===== src/nvsc_pkg.sv =====
// Purpose: constants for the shadow SRAM host controller
// Assumes: 200 MHz clock, 5 ns period
// Notes: pin timing figures kept in ns, us or ms, cycle counts derived
package nvsc_pkg;
	localparam int CLK_PERIOD_NS = 5;
	localparam int ADDR_W = 13;
	localparam int DATA_W = 8;
	// Read access allowance, slowest grade
	localparam int READ_ACCESS_NS = 45;
	// Data pins pass three flops, so their latency is added to the access time
	localparam int SYNC_STAGES = 3;
	localparam int READ_CYC = (READ_ACCESS_NS + CLK_PERIOD_NS - 1) / CLK_PERIOD_NS + SYNC_STAGES;
	// Slow write set with output drive low not used; host keeps it high
	localparam int WRITE_PULSE_NS = 35;
	localparam int WRITE_CYC = (WRITE_PULSE_NS + CLK_PERIOD_NS - 1) / CLK_PERIOD_NS;
	localparam int SETUP_NS = 5;
	localparam int SETUP_CYC = (SETUP_NS + CLK_PERIOD_NS - 1) / CLK_PERIOD_NS;
	localparam int STORE_INIT_NS = 25;
	localparam int STORE_INIT_CYC = (STORE_INIT_NS + CLK_PERIOD_NS - 1) / CLK_PERIOD_NS;
	localparam int STORE_MS = 10;
	localparam int STORE_CYC = STORE_MS * 1000000 / CLK_PERIOD_NS;
	localparam int RECALL_US = 20;
	localparam int RECALL_CYC = RECALL_US * 1000 / CLK_PERIOD_NS;
	localparam int WAIT_W = 22;
	localparam logic [ADDR_W-1:0] ADDR_RST = 13'h0000;
	localparam logic [DATA_W-1:0] DATA_RST = 8'h00;
	typedef enum logic [2:0] {
		NVSC_IDLE = 3'b000,
		NVSC_SETUP = 3'b001,
		NVSC_STROBE = 3'b010,
		NVSC_HOLD = 3'b011,
		NVSC_WAIT = 3'b100,
		NVSC_POWER = 3'b101
	} nvsc_state_type;
	typedef enum logic [1:0] {
		NVSC_CMD_READ = 2'b00,
		NVSC_CMD_WRITE = 2'b01,
		NVSC_CMD_STORE = 2'b10,
		NVSC_CMD_RECALL = 2'b11
	} nvsc_cmd_type;
endpackage : nvsc_pkg


===== src/nvsc_host.sv =====
// Purpose: host controller driving the pins of an 8K x 8 shadow SRAM
// Assumes: one command at a time; device pins sampled through three flops
// Notes: every transfer ends with all strobes high, so each STORE or RECALL
//   starts on a fresh pin transition
`timescale 1ns/1ps
module nvsc_host
	import nvsc_pkg::*;
(
	input wire logic clock,
	input wire logic rst,
	input wire logic clk_en,
	input wire logic cmd_valid,
	output logic cmd_ready,
	input wire nvsc_cmd_type cmd_op,
	input wire logic [ADDR_W-1:0] cmd_addr,
	input wire logic [DATA_W-1:0] cmd_wdata,
	output logic rsp_valid,
	output logic [DATA_W-1:0] rsp_rdata,
	input wire logic supply_ok,
	output logic store_refused,
	output logic [ADDR_W-1:0] mem_addr,
	output logic chip_sel_n,
	output logic wr_strobe_n,
	output logic out_drive_n,
	output logic nv_sel_n,
	input wire logic [DATA_W-1:0] dq_in,
	output logic [DATA_W-1:0] dq_out,
	output logic dq_oe
);
	typedef struct packed {
		nvsc_state_type state;
		nvsc_cmd_type op;
		logic [WAIT_W-1:0] cnt;
		logic [ADDR_W-1:0] addr;
		logic [DATA_W-1:0] wdata;
		logic [DATA_W-1:0] rdata;
		logic rsp;
		logic refused;
		logic ce_n;
		logic we_n;
		logic oe_n;
		logic nv_n;
		logic drive;
		logic [2:0] sup_sync;
		logic sup_stable;
		logic [DATA_W-1:0] dq_s1;
		logic [DATA_W-1:0] dq_s2;
		logic [DATA_W-1:0] dq_s3;
	} nvsc_regs_type;

	nvsc_regs_type r_q;
	nvsc_regs_type r_d;

	always_comb begin
		r_d = r_q;
		r_d.rsp = 1'b0;
		r_d.refused = 1'b0;
		r_d.sup_sync = {r_q.sup_sync[1:0], supply_ok};
		// Accept a supply change only once the last two stages agree
		if (r_q.sup_sync[2] == r_q.sup_sync[1]) begin
			r_d.sup_stable = r_q.sup_sync[1];
		end
		r_d.dq_s1 = dq_in;
		r_d.dq_s2 = r_q.dq_s1;
		r_d.dq_s3 = r_q.dq_s2;
		if (r_q.cnt != '0) begin
			r_d.cnt = r_q.cnt - 1'b1;
		end
		case (r_q.state)
			NVSC_POWER: begin
				if (r_q.sup_stable == 1'b0) begin
					r_d.cnt = WAIT_W'(RECALL_CYC);
				end else if (r_q.cnt == '0) begin
					r_d.state = NVSC_IDLE;
				end
			end
			NVSC_IDLE: begin
				if (r_q.sup_stable == 1'b0) begin
					r_d.state = NVSC_POWER;
					r_d.cnt = WAIT_W'(RECALL_CYC);
				end else if (cmd_valid) begin
					r_d.op = cmd_op;
					r_d.addr = cmd_addr;
					r_d.wdata = cmd_wdata;
					r_d.cnt = WAIT_W'(SETUP_CYC);
					if (cmd_op == NVSC_CMD_STORE && !r_q.sup_stable) begin
						r_d.refused = 1'b1;
						r_d.state = NVSC_IDLE;
					end else begin
						r_d.state = NVSC_SETUP;
					end
					// Output drive high before any select falls
					r_d.oe_n = 1'b1;
					r_d.we_n = 1'b1;
					r_d.ce_n = 1'b1;
					r_d.nv_n = (cmd_op == NVSC_CMD_STORE || cmd_op == NVSC_CMD_RECALL) ?
						1'b0 : 1'b1;
					r_d.drive = (cmd_op == NVSC_CMD_WRITE);
				end
			end
			NVSC_SETUP: begin
				if (r_q.cnt == '0) begin
					r_d.state = NVSC_STROBE;
					r_d.ce_n = 1'b0;
					case (r_q.op)
						NVSC_CMD_READ: begin
							r_d.oe_n = 1'b0;
							r_d.cnt = WAIT_W'(READ_CYC);
						end
						NVSC_CMD_WRITE: begin
							r_d.we_n = 1'b0;
							r_d.cnt = WAIT_W'(WRITE_CYC);
						end
						NVSC_CMD_STORE: begin
							// Chip select first, write strobe falls last
							r_d.cnt = WAIT_W'(SETUP_CYC);
						end
						default: begin
							r_d.oe_n = 1'b0;
							r_d.cnt = WAIT_W'(STORE_INIT_CYC);
						end
					endcase
				end
			end
			NVSC_STROBE: begin
				if (r_q.op == NVSC_CMD_STORE && r_q.we_n) begin
					if (r_q.cnt == '0) begin
						r_d.we_n = 1'b0;
						r_d.cnt = WAIT_W'(STORE_INIT_CYC);
					end
				end else if (r_q.cnt == '0 &&
					(r_q.op != NVSC_CMD_READ || r_q.dq_s2 == r_q.dq_s3)) begin
					// Read data counts only once the last two stages agree;
					// a silent device stalls here, floating lines seldom agree
					r_d.state = NVSC_HOLD;
					if (r_q.op == NVSC_CMD_READ) begin
						r_d.rdata = r_q.dq_s3;
						r_d.rsp = 1'b1;
					end
					// End initiation by raising every strobe
					r_d.ce_n = 1'b1;
					r_d.we_n = 1'b1;
					r_d.oe_n = 1'b1;
					r_d.cnt = WAIT_W'(SETUP_CYC);
				end
			end
			NVSC_HOLD: begin
				if (r_q.cnt == '0) begin
					r_d.drive = 1'b0;
					r_d.nv_n = 1'b1;
					if (r_q.op == NVSC_CMD_STORE) begin
						r_d.state = NVSC_WAIT;
						r_d.cnt = WAIT_W'(STORE_CYC);
					end else if (r_q.op == NVSC_CMD_RECALL) begin
						r_d.state = NVSC_WAIT;
						r_d.cnt = WAIT_W'(RECALL_CYC);
					end else begin
						r_d.state = NVSC_IDLE;
					end
				end
			end
			NVSC_WAIT: begin
				// Supply loss aborts a STORE; fall back to power wait
				if (!r_q.sup_stable) begin
					r_d.state = NVSC_POWER;
					r_d.cnt = WAIT_W'(RECALL_CYC);
				end else if (r_q.cnt == '0) begin
					r_d.state = NVSC_IDLE;
					r_d.rsp = 1'b1;
				end
			end
			default: begin
				r_d.state = NVSC_IDLE;
			end
		endcase
	end

	always_ff @(posedge clock or posedge rst) begin
		if (rst) begin
			r_q <= '{state: NVSC_POWER, op: NVSC_CMD_READ, cnt: WAIT_W'(RECALL_CYC),
				addr: ADDR_RST, wdata: DATA_RST, rdata: DATA_RST, rsp: 1'b0,
				refused: 1'b0, ce_n: 1'b1, we_n: 1'b1, oe_n: 1'b1, nv_n: 1'b1,
				drive: 1'b0, sup_sync: 3'h0, sup_stable: 1'b0, dq_s1: DATA_RST,
				dq_s2: DATA_RST, dq_s3: DATA_RST};
		end else if (clk_en) begin
			r_q <= r_d;
		end
	end

	assign cmd_ready = (r_q.state == NVSC_IDLE) && r_q.sup_stable;
	assign rsp_valid = r_q.rsp;
	assign rsp_rdata = r_q.rdata;
	assign store_refused = r_q.refused;
	assign mem_addr = r_q.addr;
	assign chip_sel_n = r_q.ce_n;
	assign wr_strobe_n = r_q.we_n;
	assign out_drive_n = r_q.oe_n;
	assign nv_sel_n = r_q.nv_n;
	assign dq_out = r_q.wdata;
	assign dq_oe = r_q.drive;

	a_write_no_oe: assert property (@(posedge clock) disable iff (rst)
		!wr_strobe_n |-> out_drive_n)
		else $error("output drive low during write strobe");
	a_drive_in_write: assert property (@(posedge clock) disable iff (rst)
		dq_oe |-> (nv_sel_n && out_drive_n))
		else $error("data driven outside a write");
	a_store_hold: assert property (@(posedge clock) disable iff (rst)
		$fell(wr_strobe_n) && !nv_sel_n && clk_en [*1] |-> !wr_strobe_n [*5])
		else $error("STORE condition held too briefly");
	a_store_oe_high: assert property (@(posedge clock) disable iff (rst)
		(!nv_sel_n && !chip_sel_n && !wr_strobe_n) |-> out_drive_n)
		else $error("STORE with output drive low");
	a_addr_stable: assert property (@(posedge clock) disable iff (rst)
		!wr_strobe_n |-> $stable(mem_addr))
		else $error("address moved during write");
	a_oe_first: assert property (@(posedge clock) disable iff (rst)
		$fell(nv_sel_n) |-> $past(out_drive_n))
		else $error("output drive not high before select fell");
	a_no_cmd_lowsup: assert property (@(posedge clock) disable iff (rst)
		!r_q.sup_stable |-> !cmd_ready)
		else $error("command accepted with supply low");
	a_idle_strobes: assert property (@(posedge clock) disable iff (rst)
		cmd_ready |-> (chip_sel_n && wr_strobe_n && out_drive_n))
		else $error("strobes not released between transfers");
endmodule : nvsc_host


===== config.mk =====
export PLATFORM = sky130hd
export DESIGN_NAME = nvsc_host
export DESIGN_NICKNAME = d
export VERILOG_FILES = /design/src/nvsc_pkg.sv /design/src/nvsc_host.sv
export SDC_FILE = /design/constraint.sdc
export NUM_CORES = 1
export LEC_CHECK = 0
export ABC_AREA = 1
export BUFFER_PORTS_ARGS = -buffer_cell sky130_fd_sc_hd__buf_4
export CORE_UTILIZATION = 40
export DETAILED_ROUTE_END_ITERATION = 16
export PLACE_DENSITY_LB_ADDON = 0.3
export RECOVER_POWER = 100
export SYNTH_ARGS = -nofsm -noshare
export SYNTH_HDL_FRONTEND = slang
export SYNTH_SLANG_ARGS = --single-unit

===== constraint.sdc =====
create_clock -name clock -period 3 [get_ports clock]
set_input_delay 0.75 -clock clock [delete_from_list [all_inputs] [get_ports clock]]
set_output_delay 0.75 -clock clock [all_outputs]
set_load 0.02 [all_outputs]

== Word-level counts from Yosys, hierarchy flattened ==
Index checks and enable logic that the tools add are counted.
Operators by class
  add/subtract/negate cells: 1
  equal/unequal tests: 25
  mux-type cells: 47
  bitwise logic cells: 1
  reductions and logical operators: 24
Operators with widths (number)
  $mux W22: 10
  $pmux W22 S5: 1
  $mux W48: 1
  $mux W3: 12
  $logic_not A22 Y1: 1
  $reduce_bool A22 Y1: 1
  $sub A22 B1 Y22 const B: 1
  $pmux W3 S6: 1
  $ne A2 B2 Y1 const B: 8
  $reduce_and A8 Y1: 2
  $mux W1: 15
  $reduce_and A7 Y1: 2
  $mux W6: 2
  $pmux W4 S3: 1
  $reduce_and A5 Y1: 2
  $ne A3 B3 Y1 const B: 3
  $pmux W3 S3: 1
  $eq A2 B2 Y1 const B: 4
  $eq A8 B8 Y1: 1
  $eq A3 B2 Y1 const B: 2
  $eq A3 B3 Y1 const B: 2
  $eq A2 B1 Y1 const B: 2
  $logic_and A1 B1 Y1: 4
  $pmux W2 S2: 1
  15 further kinds: 18
Storage, ports and cells
  register bits after elaboration: 91

== Depth between registers and ports, before layout ==
  word-level depth: 6
  depth in mapped cells: 15

== Worst setup path after synthesis ==
Ideal clock, no wire load.
  kind: register -> register
  start point: register r_q[64] in the netlist's numbering
  end point: register r_q[64] in the netlist's numbering
  arrival: 2.005 ns
  data required time: 2.884 ns
  path slack: 0.878 ns
  stages on the path, launching flop included: 14
  path buffers: 0
  cells stage by stage: dfrtp_1 > clkinv_1 > ha_1 > nand3_1 > or2_1 > nor2_2 > inv_1 > ha_1 > inv_1 > a21oi_1 > a211oi_1 > nand3_1 > nand2_1 > nand2_1
Between the ends
  word-level cells in the longest chain between the ends: 6
  elaborated cells on any way between the ends: 16
  classes of those cells: add/sub: 1; mux: 12; reduce/logical: 3
RTL lines
  start, declared: line nvsc_host.sv:51  | nvsc_regs_type r_q;
  start signal, assigned: line nvsc_host.sv:180  | r_q <= '{state: NVSC_POWER, op: NVSC_CMD_READ, cnt: WAIT_W'(RECALL_CYC),
  start signal, assigned: line nvsc_host.sv:186  | r_q <= r_d;
  $sub A22 B1 Y22 / $reduce_bool A22 Y1 (equally long branches): line nvsc_host.sv:67, nvsc_host.sv:66
  $mux W22: line nvsc_host.sv:66  | if (r_q.cnt != '0) begin
  $mux W22: line nvsc_host.sv:154  | end else if (r_q.op == NVSC_CMD_RECALL) begin
  $mux W22: line nvsc_host.sv:151  | if (r_q.op == NVSC_CMD_STORE) begin
  $mux W22: line nvsc_host.sv:148  | if (r_q.cnt == '0) begin
  $pmux W22 S5 *: line nvsc_host.sv:69  | case (r_q.state)
Mark *: on every way between the ends. The rest lies on a longest branch, timed or not. The select of a mux whose other input is x is not followed.
A chain may end at the register's enable or synchronous reset.

== Final worst setup path ==
  start point: register r_q[86] in the netlist's numbering
  end point: register r_q, in the netlist rsp_rdata[6]
Between the ends
  word-level cells in the longest chain between the ends: 4
  elaborated cells on any way between the ends: 8
  classes of those cells: eq/ne: 1; bitwise: 1; reduce/logical: 6
RTL lines (line)
  $eq A2 B2 Y1 / $reduce_bool A2 Y1 (equally long branches): nvsc_host.sv:126, nvsc_host.sv:132
  $logic_and A1 B1 Y1 / $logic_or A1 B1 Y1 (equally long branches): nvsc_host.sv:126, nvsc_host.sv:132
  $not A1 Y1 (no line) / $logic_and A1 B1 Y1 (equally long branches)
  $reduce_and A5 Y1 (no line) *
Mark *: on every way between the ends. The rest lies on a longest branch, timed or not.

==> impl_metrics.py <==
metrics = {
    "status": {
        "status": "finished, final reports clean",
    },
    "setup_path": {
        "endpoint_kind": "flip-flop",
        "path_max_fanout": 16,
        "cp_data_arrival_time_ns": 2.80,
        "setup_cp_type": "reg -> reg",
        "r2r_end": "rsp_rdata[6]",
        "path_depth_of_the_worst_reg2reg_path": 10,
        "critPathMaxStageDelay_ns": 0.49,
        "cp_cell_sequence": "inv_1, ha_1, nand2_1, inv_1, nor2_1, inv_2, nor2_1, nand4_2, nand2_1, o21ai_2",
        "r2r_start": "r_q[86]",
        "r2r_slack_ns": 0.43,
        "critical_path_required_ns": 3.23,
        "critical_path.startpoint_type": "flip-flop",
        "cp_slowest_cell": "sky130_fd_sc_hd__nand4_2",
    },
    "flow_run": {
        "timing.max_cap.violations": 0,
    },
    "synthesis": {
        "post_synth_main_area_contributors": "sky130_fd_sc_hd__dfrtp_1 36%, sky130_fd_sc_hd__nand2_1 14%, sky130_fd_sc_hd__dfstp_2 5.8%, sky130_fd_sc_hd__inv_1 4.7%, sky130_fd_sc_hd__nor2_1 4.2%",
        "seq_area_frac_synth": 0.419,
        "syn-instance-count": 696,
        "postSynthNetCount": 740,
        "yosys_register_bits": 91,
        "syn-mean-instance-area_um2": 7.85,
        "synth_warnings": 0,
        "netlist-cell-type-count": 47,
        "area_of_the_mapped_netlist_um2": 5470,
        "synth_top_area_share": 0.362,
        "synth_area_leader_cell": "sky130_fd_sc_hd__dfrtp_1",
    },
    "detailed_routing": {
        "dr_total_vias": 4736,
        "drt_drc_violations_left": 0,
        "drt_first_pass_iters": 7,
        "finalWirelength_um": 13300,
        "wl_per_cell_um": 14.5,
        "first_iter_violations": 428,
        "drt.antenna.violating_nets": 0,
        "avgViaCountPerCell": 5.15,
    },
    "sta": {
        "hold_slack_ns": 0.467,
        "final.setup.tns_ns": 0,
        "clock_skew_ns": 0.0118,
        "measured_slew_at_the_worst_slew_check_pin_ns": 1.31,
        "max_slew_margin": 0.126,
        "grt_setup_unrepaired": "false",
        "final.min_clock_period_ns": 2.57,
        "finalCritPeriodShare": 0.857,
        "maxSlewViolCount": 0,
        "finalHoldViolations": 0,
        "finish_stage_setup_viols": 0,
        "peak_clock_frequency_supported_by_timing_mhz": 389,
    },
    "clock_tree": {
        "ctsHoldBuffers": 0,
        "clock_tree_from_tritoncts": "built",
        "clk-insertion-delay-late_ns": 0.36,
        "post-cts-setup-buffer-count": 0,
        "cts_max_level": 3,
        "clock_tree.root_cell": "sky130_fd_sc_hd__clkbuf_16",
        "tritoncts.num_buffers": 9,
        "worst_setup_hold_path_clk_slew_ns": 0.06,
        "clock_sink_count": 91,
        "post_cts_resize_count": 0,
        "clock_tree.buffer_depth": 2,
    },
    "global_routing": {
        "grt_resource_usage_total": 0.200,
        "gr-total-overflow": 0,
        "grt_start_max_net_pins": 48,
        "grt_first_pass_wirelength_um": 22200,
        "grt_antenna_before_repair": 0,
        "via_count_of_the_first_global_routing_pass": 4535,
    },
    "cells_and_area": {
        "post_layout_nonfiller_instances": 920,
        "multi_input_combinational_cell_area_um2": 2520,
        "drive_gt1_frac": 0.149,
        "finalInstanceArea_um2": 6040,
        "antenna_cells_inserted": 0,
        "fill_cells": 1349,
        "layout.area.seq_um2": 2290,
        "flow.area_growth_from_synthesis_pct": 10.5,
        "finalNetCount": 783,
    },
    "placed_design": {
        "gp_routability_congestion": 0.932,
        "dp_area_um2": 5980,
        "hpwl_um": 9780,
        "portBuffers": 72,
        "post-place-cells": 904,
    },
    "power": {
        "irDropWorstVdd_uv": 420,
        "power_per_cell_area_nw_per_um2": 932,
        "leakagePower_nw": 2.93,
    },
    "worst_hold_path": {
        "whs_endpoint": "chip_sel_n",
        "min_from": "chip_sel_n",
        "hold_path.class": "reg -> reg",
        "hold_depth": 2,
    },
    "die": {
        "core_area_um2": 13300,
        "start_util": 0.411,
        "dieHeight_um": 119,
        "die_area_um2": 14100,
        "floorplan.io_pins": 73,
        "die_w_um": 119,
        "rows": 42,
    },
}
[cell usage after synthesis (all sizes together)]
cell and number:
a221oi 1, dfstp 12, clkinv 1, xor2 6, nand3b 1, nor2 74, nand2 207, mux2 21
nor3 13, o21a 1, inv 73, mux2i 1, o21bai 4, o22ai 1, o21ai 55, dfrtp 79
ha 8, nor4 2, xnor2 7, clkbuf 11, nand3 43, nand4 16, o211ai 1, a211oi 1
a31o 1, a21oi 17, or2 1, buf 35, a31oi 2, o31ai 1
[state kept, by name, summed over array words and instances, names as in the netlist]
signal and count:
dq_oe 1, dq_out 8, out_drive_n 1, nv_sel_n 1, chip_sel_n 1, mem_addr 13, wr_strobe_n 1, r_q 37
rsp_rdata 8, r_d 18, rsp_valid 1, store_refused 1
[logic make-up after synthesis]
logic type	share of synthesized area
DFF	0.419
xor gates and xnor gates	0.0208
muxes	0.0451
adders and majority gates	0.0183
and+or+nand+nor	0.299
AOI/OAI and AO/OA	0.0897
buffers and inverters	0.108
[worst max path at each step]
stage	startpoint	to	slack (ns)	cells after the start
2_1_floorplan	r_q[64]	r_q[64]	0.88	13
3_3_place_gp	r_q[64]	r_q[64]	0.74	13
3_5_place_dp	r_q[64]	r_q[64]	0.66	13
4_1_cts	r_q[24]	cmd_ready	0.63	3
5_1_grt	r_q[86]	rsp_rdata[4]	0.24	9
6_report	r_q[86]	rsp_rdata[6]	0.43	10
[critical path: cells and delay by family (launching register included)]
| family | cells | cell delay (ns) |
|---|---|---|
| and+or+nand+nor | 5 | 1.31 |
| buffers and inverters | 3 | 0.36 |
| DFF | 1 | 0.41 |
| AOI/OAI and AO/OA | 1 | 0.08 |
| adders and majority gates | 1 | 0.29 |
[placed cells by master (no fill, tap or decap), types with 2 or more instances in the layout]
cell type,n
sky130_fd_sc_hd__clkinvlp_4,2
sky130_fd_sc_hd__nand2_2,5
sky130_fd_sc_hd__a31oi_1,2
sky130_fd_sc_hd__ha_1,8
sky130_fd_sc_hd__a21oi_1,17
sky130_fd_sc_hd__clkbuf_16,9
sky130_fd_sc_hd__o21ai_0,47
sky130_fd_sc_hd__o21ai_2,7
sky130_fd_sc_hd__dfrtp_1,79
sky130_fd_sc_hd__xnor2_1,7
sky130_fd_sc_hd__clkbuf_2,2
sky130_fd_sc_hd__nor2_1,66
sky130_fd_sc_hd__nand2_1,202
sky130_fd_sc_hd__nor2_4,4
sky130_fd_sc_hd__mux2_1,10
sky130_fd_sc_hd__nor3_4,2
sky130_fd_sc_hd__mux2_2,11
sky130_fd_sc_hd__nand3_1,40
sky130_fd_sc_hd__nor2_2,4
sky130_fd_sc_hd__o21bai_1,4
sky130_fd_sc_hd__nand3_2,2
sky130_fd_sc_hd__nand4_1,15
sky130_fd_sc_hd__buf_4,38
sky130_fd_sc_hd__clkbuf_1,38
sky130_fd_sc_hd__nor3_1,11
sky130_fd_sc_hd__inv_1,68
sky130_fd_sc_hd__dfstp_2,11
sky130_fd_sc_hd__xor2_1,6
sky130_fd_sc_hd__inv_2,3
[power breakdown]
group          switching, mW  internal (mW)  total [mW]
Combinational           1.74          0.853        2.60
Clock                  0.511          0.570        1.08
Sequential             0.332           1.62        1.95
[routing by layer]
metal / track usage / vias to the layer above / part of all wire
li1: - / 2298 / -
met1: 0.266 / 2201 / 0.44
met2: 0.311 / 197 / 0.46
met3: 0.0335 / 40 / 0.067
met4: 0.105 / 0 / 0.035
met5: 0 / - / 0
[per-stage QoR]
| step | worst slack [ns] | power (mW) | util |
|---|---|---|---|
| after floorplan | 0.878 | 4.06 | - |
| after global placement | 0.741 | 4.65 | 0.450 |
| after detailed placement | 0.662 | 4.71 | 0.450 |
| after CTS | 0.634 | 5.83 | 0.470 |
| after global routing | 0.244 | 6.07 | 0.454 |
| final | 0.429 | 5.63 | 0.454 |
[area by class of cell]
cell class / count / area share
timing repair buffer: 78 / 0.0732
clock inverter: 6 / 0.00808
inverter: 74 / 0.0466
clock buffer: 10 / 0.0379
sequential: 91 / 0.380
multi-input combinational: 485 / 0.418
tap: 176 / 0.0365
Power figures use the tool's default switching activity.
